===== config.mk =====
export PLATFORM = sky130hd
export DESIGN_NAME = itvu_core
export DESIGN_NICKNAME = d
export VERILOG_FILES = /design/src/core/itvu_pkg.sv /design/src/core/itvu_core.sv
export SDC_FILE = /design/constraint.sdc
export NUM_CORES = 1
export LEC_CHECK = 0
export BUFFER_PORTS_ARGS = -buffer_cell sky130_fd_sc_hd__buf_4
export CORE_MARGIN = 2
export CORE_UTILIZATION = 55
export CTS_CLUSTER_SIZE = 25
export DETAILED_ROUTE_END_ITERATION = 8
export PLACE_DENSITY = 0.9
export SETUP_SLACK_MARGIN = 0.2
export SYNTH_ARGS = -nofsm -noshare
export SYNTH_HDL_FRONTEND = slang
export SYNTH_SLANG_ARGS = --single-unit

===== constraint.sdc =====
create_clock -name pclk -period 7.3 [get_ports pclk]
set_input_delay 0 -clock pclk [delete_from_list [all_inputs] [get_ports pclk]]
set_output_delay 0 -clock pclk [all_outputs]
set_load 0.01 [all_outputs]

===== src/core/itvu_pkg.sv =====
// constants, carriers and helper functions of the two-level vectored interrupt unit
//
// Operation
// - both external request pins active low; per-pin bit picks level or falling edge
// - pending flags for the two pins sit at bits 1 and 3 of timer control
// - edge mode: the pin's pending flag clears when its vector call is taken
// - level mode: the pin's pending flag follows the inverted pin every cycle
// - pin zero vectors to 0x0003, order 0, enable bit 0, priority bit 0
// - pin one vectors to 0x0013, order 2, enable bit 2, priority bit 2
// - each source carries a register page, used when automatic page switching is on
// - every source can be set to low or high level on its own
// - one priority bit per source across base and two extended priority registers
// - a high-level request may preempt a running low-level routine
// - nothing preempts a running high-level routine
// - after reset every source sits at the low level
// - among simultaneous requests high level wins over low level
// - within one level the lowest fixed order number wins, 0 through 20
// - pending requests are sampled and decoded on every clock
// - best response: one detection cycle, then a four-cycle vector call
// - pending at return: exactly one more instruction runs before the call
// - worst response without nesting is 18 clocks: 1 + 5 + 8 + 4
// - equal or lower level waits until return plus one instruction complete
// - global enable bit gates every source enable
// - pending flags set whether or not the source is enabled
// - an accepted request calls its vector once the current instruction ends
// - a flag still set after return requests again after the next instruction
package itvu_pkg;

  localparam int           NUM_SRC      = 21;
  localparam int           ORDER_W      = 5;
  localparam int           ADDR_W       = 8;

  // apb byte addresses
  localparam logic [7:0]   OFS_TCTRL    = 8'h00;
  localparam logic [7:0]   OFS_BASE_EN  = 8'h04;
  localparam logic [7:0]   OFS_BASE_PRI = 8'h08;
  localparam logic [7:0]   OFS_EXT_EN   = 8'h0C;
  localparam logic [7:0]   OFS_EXT_PRI  = 8'h10;
  localparam logic [7:0]   OFS_STATUS   = 8'h14;

  // timer control, enable register and source order field positions
  localparam int           TRIG0_BIT    = 0;
  localparam int           PEND0_BIT    = 1;
  localparam int           TRIG1_BIT    = 2;
  localparam int           PEND1_BIT    = 3;
  localparam int           GLOBAL_BIT   = 7;
  localparam int           EXT_ORDER0   = 0;
  localparam int           EXT_ORDER1   = 2;
  localparam int           EXT1_BASE    = 6;
  localparam int           EXT2_BASE    = 14;

  localparam logic [7:0]   RST_BASE_EN  = 8'h00;
  localparam logic [5:0]   RST_BASE_PRI = 6'h00;
  localparam logic [1:0]   PRI_UNUSED   = 2'h3;
  localparam logic [6:0]   RST_EXT      = 7'h00;
  localparam logic [15:0]  VEC_BASE     = 16'h0003;
  localparam logic [15:0]  VEC_RESET    = 16'h0000;
  localparam int           CALL_CYCLES  = 4;
  localparam int           DETECT_CYC   = 1;

  typedef struct packed {
    logic                  req;
    logic                  high;
    logic [ORDER_W-1:0]    order;
    logic [15:0]           vector;
    logic [1:0]            page;
    logic                  page_load;
  } itvu_call_t;

  typedef struct packed {
    logic [1:0]            trig;
    logic [1:0]            pend;
    logic [1:0]            pin_low;
    logic [7:0]            base_en;
    logic [5:0]            base_pri;
    logic [6:0]            en1;
    logic [6:0]            en2;
    logic [6:0]            pri1;
    logic [6:0]            pri2;
    logic                  act_hi;
    logic                  act_lo;
    logic                  wait_one;
    itvu_call_t            call;
    logic [31:0]           prdata;
    logic                  pslverr;
  } itvu_state_t;

  function automatic logic [15:0] itvu_vector(input logic [ORDER_W-1:0] ord);
    logic [15:0] v;
    v = VEC_BASE + {8'h00, ord, 3'h0};
    if (ord == 5'h11) begin
      v = 16'h0093;
    end else if (ord == 5'h12) begin
      v = 16'h008B;
    end
    return v;
  endfunction

  function automatic logic [1:0] itvu_page(input logic [ORDER_W-1:0] ord);
    logic [1:0] p;
    p = 2'h0;
    unique case (ord)
      5'h0A, 5'h0E, 5'h13, 5'h14: p = 2'h1;
      5'h0B, 5'h10, 5'h11, 5'h12: p = 2'h2;
      5'h0C:                      p = 2'h3;
      default:                    p = 2'h0;
    endcase
    return p;
  endfunction

  function automatic logic [ORDER_W-1:0] itvu_lowest(input logic [NUM_SRC-1:0] vec);
    logic [ORDER_W-1:0] idx;
    idx = 5'h00;
    for (int i = NUM_SRC - 1; i >= 0; i--) begin
      if (vec[i]) begin
        idx = ORDER_W'(i);
      end
    end
    return idx;
  endfunction

  // spreads base and extended bytes onto the 21 source orders
  function automatic logic [NUM_SRC-1:0] itvu_spread(input logic [5:0] base,
                                                     input logic [6:0] ext1,
                                                     input logic [6:0] ext2);
    return {ext2, 1'b0, ext1, base};
  endfunction

endpackage


===== src/core/itvu_core.sv =====
// two-level vectored interrupt unit with apb register access
//
// Local design decisions: register access over APB and the register offsets.
`timescale 1ns/1ps
`default_nettype none
module itvu_core (
  // clock and reset
  input  wire logic                           pclk,
  input  wire logic                           presetn,
  // apb slave
  input  wire logic                           psel,
  input  wire logic                           penable,
  input  wire logic                           pwrite,
  input  wire logic [itvu_pkg::ADDR_W-1:0]    paddr,
  input  wire logic [31:0]                    pwdata,
  output logic      [31:0]                    prdata,
  output logic                                pready,
  output logic                                pslverr,
  // external request pins
  input  wire logic                           external_request_zero_pin_n,
  input  wire logic                           external_request_one_pin_n,
  // on-chip peripheral pending flags, by fixed order
  input  wire logic [itvu_pkg::NUM_SRC-1:0]   periph_pending,
  // instruction sequencer
  input  wire logic                           auto_page_switch_enable,
  input  wire logic                           instr_done,
  input  wire logic                           return_from_service_done,
  input  wire logic                           call_take,
  output var itvu_pkg::itvu_call_t            call
);

  // ----------------------------------------------------------------
  // state
  // ----------------------------------------------------------------
  itvu_pkg::itvu_state_t s_ff;
  itvu_pkg::itvu_state_t nxt_s;

  logic                             wr_acc;
  logic                             rd_setup;
  logic [1:0]                       pin_low;
  logic [1:0]                       fall;
  logic [itvu_pkg::NUM_SRC-1:0]     pend_all;
  logic [itvu_pkg::NUM_SRC-1:0]     en_all;
  logic [itvu_pkg::NUM_SRC-1:0]     pri_all;
  logic [itvu_pkg::NUM_SRC-1:0]     elig;
  logic [itvu_pkg::NUM_SRC-1:0]     hi_cand;
  logic [itvu_pkg::NUM_SRC-1:0]     lo_cand;
  logic                             pick_hi;
  logic                             cand_any;
  logic [itvu_pkg::ORDER_W-1:0]     cand_ord;
  logic                             take;

  assign wr_acc   = psel && penable && pwrite;
  assign rd_setup = psel && !penable;
  assign pin_low  = {!external_request_one_pin_n, !external_request_zero_pin_n};
  assign fall     = pin_low & ~s_ff.pin_low;
  assign take     = call_take && s_ff.call.req;

  // ----------------------------------------------------------------
  // decode, every cycle
  // ----------------------------------------------------------------
  always_comb begin
    pend_all = periph_pending;
    pend_all[itvu_pkg::EXT_ORDER0] = s_ff.pend[0];
    pend_all[itvu_pkg::EXT_ORDER1] = s_ff.pend[1];
    pend_all[13] = 1'b0;
    en_all  = itvu_pkg::itvu_spread(s_ff.base_en[5:0], s_ff.en1, s_ff.en2);
    pri_all = itvu_pkg::itvu_spread(s_ff.base_pri, s_ff.pri1, s_ff.pri2);
    elig    = pend_all & en_all & {itvu_pkg::NUM_SRC{s_ff.base_en[itvu_pkg::GLOBAL_BIT]}};
    if (s_ff.wait_one || s_ff.act_hi) begin
      elig = '0;
    end
    hi_cand = elig & pri_all;
    lo_cand = (s_ff.act_lo) ? '0 : (elig & ~pri_all);
    pick_hi = |hi_cand;
    cand_any = pick_hi || (|lo_cand);
    cand_ord = itvu_pkg::itvu_lowest(pick_hi ? hi_cand : lo_cand);
  end

  // ----------------------------------------------------------------
  // next state
  // ----------------------------------------------------------------
  always_comb begin
    nxt_s = s_ff;
    nxt_s.pin_low = pin_low;

    // external pending flags: software write first, hardware set wins
    if (wr_acc && paddr == itvu_pkg::OFS_TCTRL) begin
      nxt_s.trig[0] = pwdata[itvu_pkg::TRIG0_BIT];
      nxt_s.trig[1] = pwdata[itvu_pkg::TRIG1_BIT];
      nxt_s.pend[0] = pwdata[itvu_pkg::PEND0_BIT];
      nxt_s.pend[1] = pwdata[itvu_pkg::PEND1_BIT];
    end
    if (take && s_ff.call.order == itvu_pkg::EXT_ORDER0 && s_ff.trig[0]) begin
      nxt_s.pend[0] = 1'b0;
    end
    if (take && s_ff.call.order == itvu_pkg::EXT_ORDER1 && s_ff.trig[1]) begin
      nxt_s.pend[1] = 1'b0;
    end
    for (int i = 0; i < 2; i++) begin
      if (s_ff.trig[i]) begin
        if (fall[i]) begin
          nxt_s.pend[i] = 1'b1;
        end
      end else begin
        nxt_s.pend[i] = pin_low[i];
      end
    end

    // other registers
    if (wr_acc) begin
      unique case (paddr)
        itvu_pkg::OFS_BASE_EN:  nxt_s.base_en = pwdata[7:0];
        itvu_pkg::OFS_BASE_PRI: nxt_s.base_pri = pwdata[5:0];
        itvu_pkg::OFS_EXT_EN: begin
          nxt_s.en1 = pwdata[6:0];
          nxt_s.en2 = pwdata[14:8];
        end
        itvu_pkg::OFS_EXT_PRI: begin
          nxt_s.pri1 = pwdata[6:0];
          nxt_s.pri2 = pwdata[14:8];
        end
        default: ;
      endcase
    end

    // in-service levels and the one-instruction hold
    if (take) begin
      if (s_ff.call.high) begin
        nxt_s.act_hi = 1'b1;
      end else begin
        nxt_s.act_lo = 1'b1;
      end
    end
    if (return_from_service_done) begin
      if (s_ff.act_hi) begin
        nxt_s.act_hi = 1'b0;
      end else begin
        nxt_s.act_lo = 1'b0;
      end
      nxt_s.wait_one = 1'b1;
    end else if (instr_done) begin
      nxt_s.wait_one = 1'b0;
    end

    // one detection cycle, then the sequencer runs the call
    nxt_s.call.req       = cand_any && !take;
    nxt_s.call.high      = pick_hi;
    nxt_s.call.order     = cand_ord;
    nxt_s.call.vector    = itvu_pkg::itvu_vector(cand_ord);
    nxt_s.call.page      = itvu_pkg::itvu_page(cand_ord);
    nxt_s.call.page_load = cand_any && !take && auto_page_switch_enable;

    // read data caught in setup so the access phase answers at once
    if (rd_setup) begin
      nxt_s.pslverr = 1'b0;
      nxt_s.prdata  = '0;
      unique case (paddr)
        itvu_pkg::OFS_TCTRL:    nxt_s.prdata[3:0] = {s_ff.pend[1], s_ff.trig[1], s_ff.pend[0], s_ff.trig[0]};
        itvu_pkg::OFS_BASE_EN:  nxt_s.prdata[7:0] = s_ff.base_en;
        itvu_pkg::OFS_BASE_PRI: nxt_s.prdata[7:0] = {itvu_pkg::PRI_UNUSED, s_ff.base_pri};
        itvu_pkg::OFS_EXT_EN:   nxt_s.prdata[14:0] = {s_ff.en2, 1'b0, s_ff.en1};
        itvu_pkg::OFS_EXT_PRI:  nxt_s.prdata[14:0] = {s_ff.pri2, 1'b0, s_ff.pri1};
        itvu_pkg::OFS_STATUS:   nxt_s.prdata[24:0] = {s_ff.call.vector, s_ff.call.order,
                                                      s_ff.wait_one, s_ff.act_lo, s_ff.act_hi, s_ff.call.req};
        default:                nxt_s.pslverr = 1'b1;
      endcase
    end
  end

  always_ff @(posedge pclk or negedge presetn) begin
    if (!presetn) begin
      s_ff          <= '0;
      s_ff.base_en  <= itvu_pkg::RST_BASE_EN;
      s_ff.base_pri <= itvu_pkg::RST_BASE_PRI;
      s_ff.pri1     <= itvu_pkg::RST_EXT;
      s_ff.pri2     <= itvu_pkg::RST_EXT;
      s_ff.call.vector <= itvu_pkg::VEC_RESET;
    end else begin
      s_ff <= nxt_s;
    end
  end

  // ----------------------------------------------------------------
  // outputs
  // ----------------------------------------------------------------
  assign pready  = 1'b1;
  assign prdata  = s_ff.prdata;
  assign pslverr = s_ff.pslverr && psel && penable;
  assign call    = s_ff.call;

  logic tctrl_wr;
  assign tctrl_wr = wr_acc && paddr == itvu_pkg::OFS_TCTRL;
endmodule
`default_nettype wire


# After elaboration in Yosys (flattened, before gate mapping)
# Memories as Yosys holds them, arrays and structs flattened. A register that Yosys moved wholly into a read port is not among the register bits.
# Cells that the tools add are included.
# word_totals
ff_bits	101
latch_bits	0
ram_bits	0
mem_bits_ro	64
inputBits	72
elab_cells	115
n_memories	1
# classes
n_addsub	1
multipliers	0
div_mod_pow	0
n_lt_le_gt_ge	0
n_eq_ne	10
shifts	0
muxes	46
bitwise	7
reduce_logical	30
# mem_list
memory	words	width	rd	rd_clocked_by_memory_dff	write_ports	line_no	text
(no name shown)	32	2	1	1	0	itvu_pkg.sv:102	unique case (ord)
# ops
operator	count
$mux W5	21
$and A21 B21 Y21	4
$mux W21	3
$reduce_or A21 Y1	2
$pmux W4 S6	1
$not A21 Y21	1
$pmux W7 S3	1
$pmux W4 S5	1
$mux W9	2
$eq A8 B4 Y1 const B	2
$eq A8 B5 Y1 const B	2
$logic_and A1 B1 Y1	13
$mux W1	13
$eq A5 B5 Y1 const B	2
$mux W10	1
$add A2 B8 Y9 const A	1
$eq A8 B3 Y1 const B	1
$logic_not A8 Y1	1
$ne A4 B1 Y1 const B	2
$reduce_and A2 Y1	4
$mux W2	3
$reduce_or A6 Y1	1
$eq A5 B2 Y1 const B	1
$logic_not A1 Y1	5
other kinds (5)	6

# Longest topological paths before layout
# Gate-level depths: netlist (run 1).
# logic_depth
word_depth	30
ltp_mapped	11
depth_no_buf	9

# Least setup slack after synthesis (run 1)
# No wires, ideal clock.
# synth_timing
path_kind	register to register
startpoint	reg s_ff[59] in the netlist's numbering
endpoint	reg call[7] (netlist name)
setup_time_ps	125
t_arrival_ps	2574
required_ps	7175
setup_slack_ps	4601
path_stages_with_launch	12
period_less_slack_ps	2699
path_cell_list	dfrtp_1 or3b_4 buf_6 a31oi_4 or2_1 buf_4 o32ai_1 a211oi_1 o31ai_2 a221oi_4 nand2b_4 mux2_4
# synth_lines
element	line_no	text
start: declaration	itvu_core.sv:35	itvu_pkg::itvu_state_t s_ff;
start signal: assignment	itvu_core.sv:180	s_ff <= nxt_s;

==> impl_results.md, run 1 <==
- Commonest cells after routing, fill and taps aside: 88 x buf_4, 85 x dfrtp_1, 64 x nand2_1, 48 x mux2_2, 41 x nor2_1
- Yosys warns: 0
- Die Wd: 103 um
- TritonCTS clock tree: built
- Nets: between 700 and 800
- Delay-heaviest family, CP: simple AND/OR/NAND/NOR gates
- Vias in the first global route: ~4400
- R2r setup slk: roughly 3800 ps
- Ratio of cells with drive above 1 in the final layout: 0.280
- Via Count: around 4700
- Port Buffer Count: between 80 and 90
- Final max-slew violation count: 0
- DR pass1 iterations: 5
- Total Routing Usage GR: 0.296
- Cell row count: 36
- Core Util, Final: 0.638
- Peak VDD IR: 0.0817 mV
- CP endpoint kind: flip-flop
- Status: finished clean
- Slowest CP cell: nor2_1
- # Post-CTS Setup Buffers: 0
- DP HPWL: about 11000 um
- Die Ht: around 100 um
- Gp weighted congestion: a little under 1
- Switching Fraction: 0.261
- Switch Pwr: roughly 0.00023 W
- Post-synthesis register bit count: 85
- Part of the cycle the worst path needs: 0.482
- Synthesized area: approximately 5400 um^2
- Leak: between 2 and 3 nW
- Area grow syn2layout: 14.6%
- Post-route antenna net violation count: 0
- R2r startpoint: s_ff[103]
- CP Launch Type: flip-flop
- Clk slew on worst S/H paths: about 90 ps
- Crit path time final: between 3000 and 4000 ps
- PD cells: between 100 and 150 nW/um^2
- Total gr overflow: 0
- DR WL/cell: 19.8 um
- Synthesized instance count: 567
- Reg area: between 2000 and 2500 um^2
- Hold_buf cts: 23
- Crit. Startpoint: s_ff[103]
- Dominant synthesized flop cell: dfrtp_1
- IO Pins: 132
- Final Hold Fails: 0
- Clock power share: 0.346
- Clock Latency Late Sink: approximately 360 ps
- Clock Path Buffers: 2
- H-tree depth: 3
- Starting Density: 0.557
- Worst-path fanout max: 20
- CTS Root Cell: clkbuf_8
- Largest net degree at the start of global routing: 86
- Reg power frac: 0.561
- Max Cap Viol: 0
- Async S/R FF share, synth: 1.00
- DR DRC count: 0
- Routed wire length: about 15000 um
- Syn avg cell area: roughly 9.5 um^2
- Post-synth EDFFs: 0
- Via density: 6.13
- Worst EP arrival: approximately 3800 ps
- Area of the multi-input gates: ~2800 um^2
- Bufs and invs on worst path: 0
- Antenna violations before repair: 0
- Ant diodes: 0
- Peak per-stage delay on the critical path: ~740 ps
- RSZ-0062 raised after global routing: no
- Tightest Pin Transition: roughly 1100 ps
- Die Area: 10600 um^2
- Comb power frac: 0.092
- Fmax achieved: ~280 MHz
- Worst Skew: 8.24 ps
- Sequential-to-total area share from yosys stat: 0.396
- Worst hold start: paddr[0]
- Setup TNS: 0 ps
- CP required: 7550 ps
- Crit path cell chain: or3b_4 > a41oi_4 > nor2_1 > nand3_2 > o21ai_1 > o31ai_2 > a221oi_4 > nand2b_4 > mux2_4
- Setup Crit Path Kind: reg -> reg
- Cts repair resizes: 0
- Tightest Hold Check Type: in -> reg
- Finish-stage setup viols: 0
- Num CTS Buffers: 9
- Number of fill cells: around 800
- Clock Sinks: 85
- Post-synthesis cell type count: 70
- First-pass GRT wire length: 23300 um
- Initial DRC count: ~470
- Slew headroom: 0.276
- Core Box Area: just under 10000 um^2
- Commonest non-fill, non-tap cell in the layout: buf_4
- Int Power: 0.000637 W
[worst reg2reg max path, delay by kind of cell, from the launching register on]
kind               cells  cell delay (ps)
DFF                    1              430
AOI/OAI and AO/OA      4              930
muxes                  1              290
and+or+nand+nor        4             1750
[per-layer routing]
| layer | GRT usage | part of all wire | vias to the layer above |
|---|---|---|---|
| li1 | - | - | 2111 |
| met1 | 0.417 | 0.43 | 2305 |
| met2 | 0.467 | 0.46 | 253 |
| met3 | 0.0569 | 0.087 | 36 |
| met4 | 0.0891 | 0.020 | 0 |
| met5 | 0 | 0 | - |
[cells by family after synthesis]
kind of cell	after synthesis	share of synthesized area
other	2	0.00140
DFF	85	0.396
buffers and inverters	93	0.109
AOI/OAI and AO/OA	131	0.181
muxes	55	0.115
and+or+nand+nor	201	0.198
[final timing paths]
check,end,depth (start not counted)
max,call[7],9
min,prdata[7],4
max reg2reg,call[7],9
min reg2reg,s_ff[0],2
max in group asynchronous,prdata[4],2
min in group asynchronous,en_all[20],2
[power by group through the flow]
stage,clock (W),sequential (W),combinational (W)
6_report,0.000299,0.000484,0.0000797
2_1_floorplan,0,0.000491,0.0000379
3_3_place_gp,0,0.000493,0.0000673
4_1_cts,0.000302,0.000484,0.0000788
5_1_grt,0.000322,0.000485,0.0000874
3_5_place_dp,0,0.000493,0.0000691
[state kept, by name, summed over array words and instances (netlist names)]
signal,count
call,16
prdata,17
pri_all,20
en_all,20
pend_all,2
s_ff,10
[stage by stage]
step                      worst slack [ps]  power, W  std cells  hold WS (ps)  instance area, um^2
final                                 3780  0.000863        768           103                 6150
after floorplan                       4600  0.000529        591          -296                 5460
after global routing                  3580  0.000894        768           129                 6150
after CTS                             3850  0.000865        768          96.0                 6150
after global placement                3790  0.000560        729           156                 5750
after detailed placement              3850  0.000562        729           160                 5750
[layout make-up]
type                    count  area share
multi-input cells         413       0.449
flip-flops and latches     85       0.346
repair buffers            111       0.145
well taps                 133      0.0270
clock buffers              11      0.0214
inverters                  10     0.00610
clock inverters             5     0.00590
[cell usage after synthesis, types with 3 or more instances]
cell type	number	area (um^2)
dfrtp_1	85	2130
nor2b_1	3	18.8
o31ai_1	3	22.5
a22oi_1	7	52.6
nor3_1	3	15.0
nand4_1	10	62.6
a21oi_1	26	130
nand3_2	4	40.0
and2_1	7	43.8
a22o_1	9	78.8
nor4_1	4	25.0
o21ai_0	26	130
mux2_2	48	541
nand3b_1	5	37.5
inv_1	10	37.5
nand2_1	64	240
a21o_1	3	22.5
o22a_1	5	43.8
a31oi_1	9	56.3
nor2_1	41	154
clkbuf_1	19	71.3
buf_4	61	458
a221oi_1	5	43.8
nand3_1	29	145
o22ai_1	5	31.3
a32oi_1	4	35.0
nand2b_1	6	37.5
nor3b_1	3	22.5
and3_1	4	25.0
a41oi_1	5	43.8
mux2i_1	6	60.1
No activity file was read; power rests on OpenSTA's default activity.
==> inputs of run 2 (changes only) <==
- ABC_AREA: default -> 1
- CORE_UTILIZATION: 55 -> 54
- PLACE_DENSITY: 0.9 -> 0.89
- clock period: 7.3 -> 3.6 ns (I/O delays scaled with it)
==> impl_results.md, run 2 <==
- IO Pins: 132
- Final Hold Fails: 0
- Ant diodes: 0
- Clk slew on worst S/H paths: 90 ps
- Antenna violations before repair: 0
- Setup ws final: roughly 530 ps
- Yosys warns: 0
- Ranking of synthesized cells by area: dfrtp_1 42%, nand2_1 12%, buf_4 8.7%
- Max Cap Viol: 0
- # Post-CTS Setup Buffers: 0
- CP Launch Type: flip-flop
- Die Ht: between 100 and 150 um
- Fmax achieved: roughly 330 MHz
- Vias in the first global route: 4443
- Gp weighted congestion: around 0.96
- Nets: 815
- Worst Skew: 9.90 ps
- DR pass1 iterations: 5
- Cell row count: 35
- Clock Path Buffers: 2
- Worst Reg2Reg Path Length in Cells: 27
- DP Area: about 5500 um^2
- Tightest Hold Check Type: in -> reg
- Syn avg cell area: 7.61 um^2
- Ratio of cells with drive above 1 in the final layout: 0.179
- Peak VDD IR: approximately 0.19 mV
- Leak: around 3.0 nW
- Sequential-to-total area share from yosys stat: 0.418
- TritonCTS clock tree: built
- Worst EP arrival: between 3000 and 4000 ps
- Die Wd: a little over 100 um
- Design area: 5950 um^2
- Synthesized instance count: 669
- Post-synthesis register bit count: 85
- Finish-stage setup viols: 0
- Via Count: between 4000 and 5000
- Total gr overflow: 0
- Status: finished clean
- Tightest Pin Transition: 1070 ps
- Routed wire length: 14700 um
- Post-synth EDFFs: 0
- Commonest cells post-synth: 162 x nand2_1, 85 x dfrtp_1, 70 x inv_1
- First-pass GRT wire length: roughly 23000 um
- H-tree depth: 3
- PD cells: between 300 and 400 nW/um^2
- CP endpoint kind: flip-flop
- Post-synthesis cell type count: between 40 and 50
- Pre-CTS setup slack: approximately 540 ps
- Layout Cells excl Fill: about 860
- Num CTS Buffers: 9
- Clock Sinks: 85
- Synthesized area: roughly 5100 um^2
- Worst-path fanout max: 18
- Part of the cycle the worst path needs: 0.852
- Final max-slew violation count: 0
- Clock Latency Late Sink: between 300 and 400 ps
- Port Buffer Count: 86
- Hold Path Depth: 4
- Synth top area share: 0.418
- Core Box Area: approximately 9200 um^2
- Dominant synthesized flop cell: dfrtp_1
- Commonest cells after routing, fill and taps aside: 162 x nand2_1, 92 x buf_4, 85 x dfrtp_1, 70 x inv_1, 64 x o21ai_0
- Largest area contributor in the netlist: dfrtp_1
- Commonest non-fill, non-tap cell in the layout: nand2_1
- Top-count cell post-synth: nand2_1
- Async S/R FF share, synth: 1.00
- DP Cell Count: between 800 and 900
- DR WL/cell: 17.1 um
- DR DRC count: 0
- Via density: 5.63
- CTS Root Cell: clkbuf_8
- Initial DRC count: around 420
- Setup TNS: 0 ps
- Crit path time final: around 3000 ps
- Post-route antenna net violation count: 0
- Slew headroom: 0.287
- Area grow syn2layout: 16.8%
- DP HPWL: about 11000 um
- Setup Crit Path Kind: reg -> reg
- RSZ-0062 raised after global routing: no
- Largest net degree at the start of global routing: 86
- Die Area: about 10000 um^2
- Starting Density: 0.554
- CP required: 3850 ps
- Total Routing Usage GR: 0.297
## run 2: final timing paths
kind / slack [ps] / from / to
worst max-delay path: 530 / s_ff[103] / call[1]
worst min-delay path: 130 / paddr[5] / prdata[3]
worst max register to register: 530 / s_ff[103] / call[1]
worst min register to register: 500 / prdata[6] / prdata[6]
max in group asynchronous: 2530 / presetn / prdata[6]
min in group asynchronous: 360 / presetn / s_ff[104]
## run 2: repair_timing
| action | 4_1_cts | 5_1_grt |
|---|---|---|
| gates resized for setup | 0 | 7 |
| endpoints found under the hold margin | 138 | 0 |
| hold buffers | 23 | 0 |
| setup endpoints to repair | 0 | 2 |
## run 2: final cells by class
type	instances	area, um^2
fill	805	3250
multi-input combinational	457	2240
sequential	85	2130
timing repair buffer	116	941
inverter	74	285
tap	111	139
clock buffer	11	131
clock inverter	5	83.8
## run 2: cell families (layout without fill, tap and decap cells)
kind of cell,Yosys count,in the layout,share of synthesized area
other cells,2,26,0.00147
buf+inv,151,206,0.161
flops,85,85,0.418
simple gates,310,310,0.284
compound gates,121,121,0.136
## run 2: where the power goes
part	switching (W)	leakage [nW]	internal [W]	total, W
Clock	0.000364	0.100	0.000394	0.000758
Combinational	0.000124	1.72	0.0000953	0.000219
Sequential	0.0000213	1.15	0.000979	0.00100
Total	0.000509	2.97	0.00147	0.00198
## run 2: per-layer routing
layer / global-route usage / up-vias / part of all wire / wire, um
met3: 0.0479 / 31 / 0.079 / 1160
met5: 0 / - / 0 / 0
met2: 0.457 / 238 / 0.46 / 6710
met4: 0.0977 / 0 / 0.021 / 304
li1: - / 2261 / - / -
met1: 0.430 / 2309 / 0.44 / 6480
## run 2: worst max-delay path, stage by stage (launching register included)
cell     delay [ps]
dfrtp_1         480
inv_6           190
nor2_1           90
nand3_1         100
nand2_1          80
nor2_1          250
nand3_4         150
nor2_8          170
inv_4           110
o21a_1          250
nand2_1          80
nand2_1          50
nand2_1          60
nand2_1          40
nand2_1          50
nand2_1          60
nand2_1          60
nand2_1          50
nand2_1          50
nand2_1          50
nand2_1          50
nand2_1          40
nand2_1          90
nand2_2         100
nand2_1          70
nand2_1          60
nand3_1          70
nand2_1          50
## run 2: through the flow
stage	power, W	hold WS (ps)	utilization
after floorplan	0.00114	-296	-
after global placement	0.00121	160	0.596
after detailed placement	0.00121	170	0.596
after CTS	0.00198	97.4	0.644
after global routing	0.00205	121	0.647
final	0.00198	128	0.647
